<file path="src/logic/pusseq_defines.svh">
// Offsets, field positions, reset values and timing counts of the power-up sequencer.
`ifndef PUSSEQ_DEFINES_SVH
`define PUSSEQ_DEFINES_SVH
// ----------------------------------------------------------------
// Register offsets (byte addresses)
// ----------------------------------------------------------------
`define PUSSEQ_OFF_CTRL 8'h00
`define PUSSEQ_OFF_STATUS 8'h04
`define PUSSEQ_OFF_FAULT 8'h08
// ----------------------------------------------------------------
// Field positions
// ----------------------------------------------------------------
`define PUSSEQ_CTRL_RESTART 0
`define PUSSEQ_CTRL_SHDN_RECOVER 1
`define PUSSEQ_FLT_UV 3
`define PUSSEQ_FLT_OV 2
`define PUSSEQ_FLT_OCD 1
`define PUSSEQ_FLT_SCD 0
// ----------------------------------------------------------------
// Reset values and timing
// ----------------------------------------------------------------
`define PUSSEQ_CTRL_RST 32'h0000_0000
`define PUSSEQ_CLK_HZ 20000000
`define PUSSEQ_CHECK_MS 50
`define PUSSEQ_DONE_MS 100
`define PUSSEQ_UV_OFF_US 500
`endif

</file>
<file path="src/logic/pusseq_pkg.sv">
// Types shared by the power-up sequencer.
package pusseq_pkg;
  typedef enum logic [1:0] {
    PUSSEQ_IDLE = 2'b00,
    PUSSEQ_HOLD = 2'b01,
    PUSSEQ_RECOVER = 2'b10,
    PUSSEQ_RUN = 2'b11
  } pusseq_state_t;

  typedef struct packed {
    logic uv;
    logic ov;
    logic discharge_overcurrent_comparator;
    logic discharge_short_comparator;
  } pusseq_cmp_t;
endpackage

</file>
<file path="src/logic/pusseq_top.sv">
// Power-up safety sequencer with gate-drive shutdown and Wishbone status.
// Behaviour
// - Sequence starts when digital reset releases.
// - Not complete: gates low, hysteresis selects high.
// - At 50 ms strobe samples four comparators.
// - Any sampled fault sets internal fault bit.
// - Wait further 50 ms for corrupted samples.
// - At 100 ms drive power-up complete high.
// - No fault: gates and hysteresis go normal.
// - Fault present: enter matching protection state.
// - Other fault checks only after sequence completes.
// - Sequence runs after reset or regulator-off.
// - Rerun sequence on shutdown recovery after charger.
// - Reservoir undervoltage drives both gates low.
// - System undervoltage disables gates within 500 us.
// - Lockout flag high while supply below threshold.
// - Wake flag high while charger attached.
// - Status flags set on detected under/overvoltage.
// - Works regardless of cell connection order.
// - Serial configuration works with ground, supply only.
`timescale 1ns/1ps
`include "pusseq_defines.svh"
module pusseq_top
  import pusseq_pkg::*;
#(
  parameter int CLK_HZ = `PUSSEQ_CLK_HZ,
  parameter int CHECK_CYC = (`PUSSEQ_CHECK_MS * (CLK_HZ / 1000)),
  parameter int DONE_CYC = (`PUSSEQ_DONE_MS * (CLK_HZ / 1000))
) (
  input wire logic clk_i,
  input wire logic rst_i,
  input wire logic ce_i,

  // Register bus.
  input wire logic wb_cyc_i,
  input wire logic wb_stb_i,
  input wire logic wb_we_i,
  input wire logic [7:0] wb_adr_i,
  input wire logic [3:0] wb_sel_i,
  input wire logic [31:0] wb_dat_i,
  output logic [31:0] wb_dat_o,
  output logic wb_ack_o,
  output logic wb_err_o,

  // Sequence restarts.
  input wire logic regulator_off_i,
  input wire logic shutdown_recover_i,

  // Comparators sampled by the strobe.
  input wire logic uv_cmp_i,
  input wire logic ov_cmp_i,
  input wire logic discharge_overcurrent_comparator_i,
  input wire logic discharge_short_comparator_i,

  // Late faults.
  input wire logic charge_short_check_i,
  input wire logic overtemperature_check_i,
  input wire logic thermistor_check_i,

  // Outside recovery event.
  input wire logic fault_cleared_i,

  // Gate kill sources.
  input wire logic charge_drive_reservoir_uv_i,
  input wire logic discharge_drive_reservoir_uv_i,
  input wire logic system_uv_i,

  // Supply and charger levels.
  input wire logic supply_pin_below_por_i,
  input wire logic charger_attached_i,

  // Gate drives and hysteresis selects.
  output logic charge_gate_drive_o,
  output logic discharge_gate_drive_o,
  output logic undervoltage_hysteresis_select_o,
  output logic overvoltage_hysteresis_select_o,

  // Sequence progress.
  output logic power_up_complete_o,
  output logic safety_check_strobe_o,
  output logic fault_status_o,

  // Internal status flags.
  output logic supply_lockout_flag_o,
  output logic charger_wake_flag_o,
  output logic undervoltage_status_flag_o,
  output logic overvoltage_status_flag_o,
  output logic [3:0] protect_cause_o
);

  // ----------------------------------------------------------------
  // Timing constants
  // ----------------------------------------------------------------
  localparam int UV_OFF_CYC_RAW = (`PUSSEQ_UV_OFF_US * (CLK_HZ / 1000000));
  localparam int UV_OFF_CYC = (UV_OFF_CYC_RAW < 1) ? 1 : UV_OFF_CYC_RAW;
  localparam int CW = $clog2(DONE_CYC + 1);
  localparam logic [CW-1:0] CHECK_PT = CW'(CHECK_CYC);
  localparam logic [CW-1:0] DONE_PT = CW'(DONE_CYC);

  // ----------------------------------------------------------------
  // Sequence state
  // ----------------------------------------------------------------
  pusseq_state_t state_q;
  logic [CW-1:0] seq_cnt_q;
  pusseq_cmp_t cmp_now;
  pusseq_cmp_t sample_q;
  logic sw_restart_q;
  logic start_seq;
  logic gate_kill;
  logic gates_ok;

  assign cmp_now = '{uv: uv_cmp_i,
                     ov: ov_cmp_i,
                     discharge_overcurrent_comparator: discharge_overcurrent_comparator_i,
                     discharge_short_comparator: discharge_short_comparator_i};

  // ----------------------------------------------------------------
  // Restart sources
  // ----------------------------------------------------------------
  // A restart from regulator-off, shutdown recovery or software reruns the checks.
  assign start_seq = regulator_off_i | shutdown_recover_i | sw_restart_q;

  // ----------------------------------------------------------------
  // Gate kill
  // ----------------------------------------------------------------
  // Gate kill is combinational into the gate flops so a reservoir collapse costs one cycle.
  assign gate_kill = charge_drive_reservoir_uv_i |
                     discharge_drive_reservoir_uv_i |
                     system_uv_i;

  // ----------------------------------------------------------------
  // Sequencer
  // ----------------------------------------------------------------
  always_ff @(posedge clk_i) begin
    if (rst_i) begin
      state_q <= PUSSEQ_HOLD;
      seq_cnt_q <= '0;
    end else if (ce_i) begin
      if (start_seq) begin
        state_q <= PUSSEQ_HOLD;
        seq_cnt_q <= '0;
      end else begin
        case (state_q)
          PUSSEQ_HOLD: begin
            seq_cnt_q <= seq_cnt_q + 1'b1;
            if (seq_cnt_q == CHECK_PT - 1'b1) begin
              state_q <= PUSSEQ_RECOVER;
            end
          end
          PUSSEQ_RECOVER: begin
            seq_cnt_q <= seq_cnt_q + 1'b1;
            if (seq_cnt_q == DONE_PT - 1'b1) begin
              state_q <= PUSSEQ_RUN;
            end
          end
          PUSSEQ_RUN: begin
            state_q <= PUSSEQ_RUN;
          end
          default: begin
            state_q <= PUSSEQ_HOLD;
          end
        endcase
      end
    end
  end

  // ----------------------------------------------------------------
  // Safety sample
  // ----------------------------------------------------------------
  logic strobe_now;
  logic [3:0] cmp_vec;
  logic [3:0] sample_vec_q;

  // The strobe and the sample share the last hold edge.
  assign strobe_now = (state_q == PUSSEQ_HOLD) && (seq_cnt_q == CHECK_PT - 1'b1);
  assign cmp_vec = cmp_now;
  assign sample_q = sample_vec_q;

  always_ff @(posedge clk_i) begin
    if (rst_i) begin
      safety_check_strobe_o <= 1'b0;
    end else if (ce_i) begin
      safety_check_strobe_o <= strobe_now && !start_seq;
    end
  end

  for (genvar b = 0; b < 4; b++) begin : g_sample
    always_ff @(posedge clk_i) begin
      if (rst_i) begin
        sample_vec_q[b] <= 1'b0;
      end else if (ce_i) begin
        if (start_seq) begin
          sample_vec_q[b] <= 1'b0;
        end else if (strobe_now) begin
          // Sampled directly, with no fault filter delays.
          sample_vec_q[b] <= cmp_vec[b];
        end else if (state_q == PUSSEQ_RECOVER) begin
          // A corrupted sample clears once the comparator reads clean again.
          sample_vec_q[b] <= sample_vec_q[b] & cmp_vec[b];
        end else if (state_q == PUSSEQ_RUN && fault_cleared_i) begin
          sample_vec_q[b] <= 1'b0;
        end
      end
    end
  end

  always_ff @(posedge clk_i) begin
    if (rst_i) begin
      fault_status_o <= 1'b0;
    end else if (ce_i) begin
      fault_status_o <= |sample_q;
    end
  end

  always_ff @(posedge clk_i) begin
    if (rst_i) begin
      protect_cause_o <= 4'h0;
    end else if (ce_i) begin
      if (state_q == PUSSEQ_RUN) begin
        protect_cause_o <= sample_q;
      end else begin
        protect_cause_o <= 4'h0;
      end
    end
  end

  // ----------------------------------------------------------------
  // Gate drives and hysteresis selects
  // ----------------------------------------------------------------
  // Late faults are honoured only once the sequence is complete.
  assign gates_ok = (state_q == PUSSEQ_RUN) &&
                    (sample_q == '0) &&
                    !charge_short_check_i &&
                    !overtemperature_check_i &&
                    !thermistor_check_i;

  always_ff @(posedge clk_i) begin
    if (rst_i) begin
      charge_gate_drive_o <= 1'b0;
      discharge_gate_drive_o <= 1'b0;
      undervoltage_hysteresis_select_o <= 1'b1;
      overvoltage_hysteresis_select_o <= 1'b1;
    end else if (ce_i) begin
      if (state_q != PUSSEQ_RUN || start_seq) begin
        charge_gate_drive_o <= 1'b0;
        discharge_gate_drive_o <= 1'b0;
        undervoltage_hysteresis_select_o <= 1'b1;
        overvoltage_hysteresis_select_o <= 1'b1;
      end else begin
        charge_gate_drive_o <= gates_ok && !gate_kill && !sample_q.ov;
        discharge_gate_drive_o <= gates_ok && !gate_kill;
        undervoltage_hysteresis_select_o <= sample_q.uv;
        overvoltage_hysteresis_select_o <= sample_q.ov;
      end
    end
  end

  always_ff @(posedge clk_i) begin
    if (rst_i) begin
      power_up_complete_o <= 1'b0;
    end else if (ce_i) begin
      power_up_complete_o <= (state_q == PUSSEQ_RUN) && !start_seq;
    end
  end

  // ----------------------------------------------------------------
  // Internal status flags
  // ----------------------------------------------------------------
  always_ff @(posedge clk_i) begin
    if (rst_i) begin
      supply_lockout_flag_o <= 1'b1;
      charger_wake_flag_o <= 1'b0;
    end else if (ce_i) begin
      supply_lockout_flag_o <= supply_pin_below_por_i;
      charger_wake_flag_o <= charger_attached_i;
    end
  end

  always_ff @(posedge clk_i) begin
    if (rst_i) begin
      undervoltage_status_flag_o <= 1'b0;
      overvoltage_status_flag_o <= 1'b0;
    end else if (ce_i) begin
      undervoltage_status_flag_o <= uv_cmp_i | sample_q.uv;
      overvoltage_status_flag_o <= ov_cmp_i | sample_q.ov;
    end
  end

  // ----------------------------------------------------------------
  // Wishbone slave
  // ----------------------------------------------------------------
  // Only the clock and supply are needed for this port, so it ignores sequence state.
  logic wb_req;
  logic adr_ok;
  assign wb_req = wb_cyc_i && wb_stb_i && !wb_ack_o && !wb_err_o;
  assign adr_ok = (wb_adr_i == `PUSSEQ_OFF_CTRL) ||
                  (wb_adr_i == `PUSSEQ_OFF_STATUS) ||
                  (wb_adr_i == `PUSSEQ_OFF_FAULT);

  // A restart write is a one-cycle pulse, but a held bus re-requests every second cycle and retriggers the sequence each time.
  always_ff @(posedge clk_i) begin
    if (rst_i) begin
      sw_restart_q <= 1'b0;
    end else if (ce_i) begin
      sw_restart_q <= 1'b0;
      if (wb_req && wb_we_i && wb_sel_i[0] && wb_adr_i == `PUSSEQ_OFF_CTRL) begin
        sw_restart_q <= wb_dat_i[`PUSSEQ_CTRL_RESTART];
      end
    end
  end

  // ----------------------------------------------------------------
  // Bus response and read data
  // ----------------------------------------------------------------
  always_ff @(posedge clk_i) begin
    if (rst_i) begin
      wb_ack_o <= 1'b0;
      wb_err_o <= 1'b0;
      wb_dat_o <= 32'h0000_0000;
    end else if (ce_i) begin
      wb_ack_o <= wb_req && adr_ok;
      wb_err_o <= wb_req && !adr_ok;
      wb_dat_o <= 32'h0000_0000;
      if (wb_req && !wb_we_i) begin
        case (wb_adr_i)
          `PUSSEQ_OFF_STATUS: begin
            wb_dat_o <= {21'h00_0000,
                         charger_wake_flag_o,
                         supply_lockout_flag_o,
                         overvoltage_status_flag_o,
                         undervoltage_status_flag_o,
                         fault_status_o,
                         power_up_complete_o,
                         discharge_gate_drive_o,
                         charge_gate_drive_o,
                         state_q,
                         1'b0};
          end
          `PUSSEQ_OFF_FAULT: begin
            wb_dat_o <= {28'h000_0000, sample_q};
          end
          default: begin
            wb_dat_o <= 32'h0000_0000;
          end
        endcase
      end
    end
  end

  // Cell order independence: no input here depends on cell attach order.
endmodule

</file>
<file path="config.mk">
export PLATFORM = sky130hd
export DESIGN_NAME = pusseq_top
export DESIGN_NICKNAME = d
export VERILOG_FILES = /design/src/logic/pusseq_pkg.sv /design/src/logic/pusseq_top.sv
export VERILOG_INCLUDE_DIRS = /design/src /design/src/logic
export SDC_FILE = /design/constraint.sdc
export NUM_CORES = 1
export LEC_CHECK = 0
export ABC_AREA = 1
export BUFFER_PORTS_ARGS = -buffer_cell sky130_fd_sc_hd__buf_4
export CORE_MARGIN = 3
export CORE_UTILIZATION = 49
export DETAILED_ROUTE_END_ITERATION = 12
export PLACE_DENSITY = 0.82
export SETUP_SLACK_MARGIN = 0.02
export SKIP_LAST_GASP = 1
export SLEW_MARGIN = 10
export SYNTH_ARGS = -nofsm -noshare
export SYNTH_HDL_FRONTEND = slang
export SYNTH_SLANG_ARGS = --single-unit
</file>
<file path="constraint.sdc">
create_clock -name clk_i -period 2.1 [get_ports clk_i]
set_input_delay 0.42 -clock clk_i [delete_from_list [all_inputs] [get_ports clk_i]]
set_output_delay 0.42 -clock clk_i [all_outputs]
set_load 0.01 [all_outputs]
</file>
==> out/metrics.cfg <==
[sta]
slew_viol_final=0
clock_skew_ps=14.9
min_period_ps=1780
tightest_slew_ps=538
post-route-period-util_pct=84.6
relSlewSlack_pct=64.1
max_freq_mhz=563
setup_ws_ps=323
rsz0062_at_grt=no
setup_tns_ps=0
hold_violations=0
setup_violations=0

[yosys]
synthCells=449
yosys_warnings=0
synth_top_area_share_pct=36.7
synth_ff_type=dfxtp_1
ys_ff_latch=56
syn_area_per_cell_um2=6.80
synth_async_sr_flop_share_pct=0
synth_area_um2=3050
synth_edf_count=0
synth_common_cells=125 x nand2_1, 61 x nor2_1, 56 x dfxtp_1
seq_area_frac_synth_pct=36.7
synth_most_common_cell=nand2_1
yosysTopAreaCell=dfxtp_1
synthTopCellsByArea=dfxtp_1 37%, nand2_1 15%, nor2_1 7.5%, inv_1 6.4%, buf_4 5.7%
yosysUniqueCellTypes=37

[clocking]
ctsHtreeMaxLevel=2
cts_tree=done
numCtsBuffers=5
clock_latency_ps=320
cts_setup_buffers=0
ctsResizeCount=0
postCtsHoldBufs=0
clockRootBuffer=clkbuf_8
clkSinkCount=56
clockBufferDepth=2
clkTransAtPathRegs_ps=110

[global_routing]
grt_pass1_vias=2709
grt_pass1_wl_mm=11.8
grt_max_degree=23
antenna_found_initial=0
grt.overflow.total=0
grt_usage_pct=19.7

[pwr]
p_sw_mw=0.536
cellPowerDensity_nw_per_um2=547
power_frac_seq_pct=56.7
clockPowerShare_pct=31.2
p_sw_share_pct=27.6
combPwrFrac_pct=12.0
peakVddDrop_v=0.000308
intPower_mw=1.41
p_leak_nw=1.59

[placed_design]
place.gp.congestion=0.838
hpwl_mm=5.41
port_buffers=58
dp_slack_ps=382
dpl_cell_area_um2=3460

[detailed_routing]
routed_wl_mm=7.07
drt_iter0_drc=230
vias_per_cell=5.03
wl_per_cell_um=12.2
drcViolationCount=0
vias=2927
drt-pass1-iter-count=4
ant_nets=0

[floorplanning]
pin_count=114
rows=28
die-area_um2=7210
core-area_um2=5990
initial_core_util_pct=50.9
dieHeight_um=84.9
die_w_um=84.9

[setup_path]
cp.required_ps=2310
worst-path-max-fanout=6
cpPeakStageDelay_ps=450
setup.worst_path.class=reg -> reg
r2r-end=seq_cnt_q[11]$_SDFFE_PP0P_
reg2reg_from=state_q[0]$_SDFFE_PP1P_
startpoint=state_q[0]$_SDFFE_PP1P_
rrSetupSlack_ps=320
cp_data_arrival_time_ps=1990
crit_chain=inv_1 -> ha_1 -> inv_1 -> nand2_1 -> nand2_2 -> nor2_2 -> nand2_1 -> o21ai_1 -> a21oi_1
startpoint_type=flop
r2r_cells=9
crit_path_end_kind=flop
cp_slowest_cell=dfxtp_1

[flow_run]
drv_cap=0

[outcome]
outcome=complete, no violations

[worst_hold_path]
hold_class=in -> reg
holdPathStages=3
worstHoldStart=supply_pin_below_por_i
min_to=supply_lockout_flag_o$_SDFFE_PP1P_

[cells_and_area]
area_growth_pct=16.4
final_design_area_no_fill_um2=3550
drive_gt1_share_pct=18.9
n_antenna_cell=0
layout.nets=576

per-layer routing:
metal	wire length, um	global-route usage [%]	vias up
met5	0	0	-
met3	414	3.69	13
li1	-	-	1487
met1	3080	24.8	1339
met2	3450	34.4	88
met4	137	5.61	0
cell families after synthesis:
group / Yosys count / share of synthesized area [%]
AOI/OAI and AO/OA: 53 / 9.84
adders and majority gates: 5 / 2.05
buffers and inverters: 86 / 13.9
DFF: 56 / 36.7
other: 1 / 0.123
and+or+nand+nor: 248 / 37.4
worst max path at each step:
stage | end | cells after the start
floorplan | sample_q[0]$_SDFFE_PP0P_ | 8
global placement | wb_dat_o[1]$_SDFFE_PP0P_ | 10
detailed placement | seq_cnt_q[11]$_SDFFE_PP0P_ | 9
CTS | seq_cnt_q[11]$_SDFFE_PP0P_ | 9
global route | seq_cnt_q[11]$_SDFFE_PP0P_ | 9
finish | seq_cnt_q[11]$_SDFFE_PP0P_ | 9
state kept, by name, indices dropped and copies added (netlist names), 2 cells and up:
signal and cells:
seq_cnt_q 21, wb_dat_o 11, protect_cause_o 4, sample_q 4
state_q 2
power by group through the flow:
| stage | Sequential [mW] | Clock [mW] | Combinational, mW |
|---|---|---|---|
| after floorplan | 1.12 | 0 | 0.170 |
| after global placement | 1.13 | 0 | 0.227 |
| after detailed placement | 1.13 | 0 | 0.232 |
| after CTS | 1.10 | 0.621 | 0.233 |
| after global routing | 1.11 | 0.668 | 0.261 |
| final | 1.10 | 0.607 | 0.234 |
area by class of cell:
| class | count | area, um2 |
|---|---|---|
| inverter | 56 | 215 |
| multi-input combinational | 327 | 1580 |
| clock buffer | 5 | 68.8 |
| tap | 75 | 93.8 |
| timing repair buffer | 60 | 450 |
| sequential | 56 | 1120 |
| fill | 546 | 2440 |
| clock inverter | 3 | 21.3 |
per-stage QoR:
stage / power [mW] / cells / hold WS (ps) / utilization, %
2_1_floorplan: 1.29 / 469 / 451 / -
3_3_place_gp: 1.35 / 574 / 451 / 57.8
3_5_place_dp: 1.36 / 574 / 458 / 57.8
4_1_cts: 1.96 / 582 / 301 / 59.3
5_1_grt: 2.03 / 582 / 289 / 59.3
6_report: 1.94 / 582 / 299 / 59.3
worst max-delay path: cells and delay by family (launching register included):
kind                     cells  cell delay [ps]
buffers and inverters        2              140
flip-flops                   1              450
AO/OA/AOI/OAI                2              270
adder cells (fa/ha/maj)      1              310
AND/OR/NAND/NOR              4              500
cell usage in the layout (no fill, tap or decap), types with 3 or more instances in the layout:
cell,Yosys,routed
a21oi_1,33,33
buf_4,23,60
clkbuf_8,0,5
conb_1,1,21
dfxtp_1,56,56
ha_1,5,5
inv_1,52,52
nand2_1,125,125
nand2_2,4,4
nand3_1,22,22
nand3_2,4,4
nand4_1,6,6
nor2_1,61,61
nor2_2,5,5
nor3_1,7,7
nor3_4,3,3
o21ai_0,8,8
o21ai_1,4,4
Power figures use the tool's default switching activity.
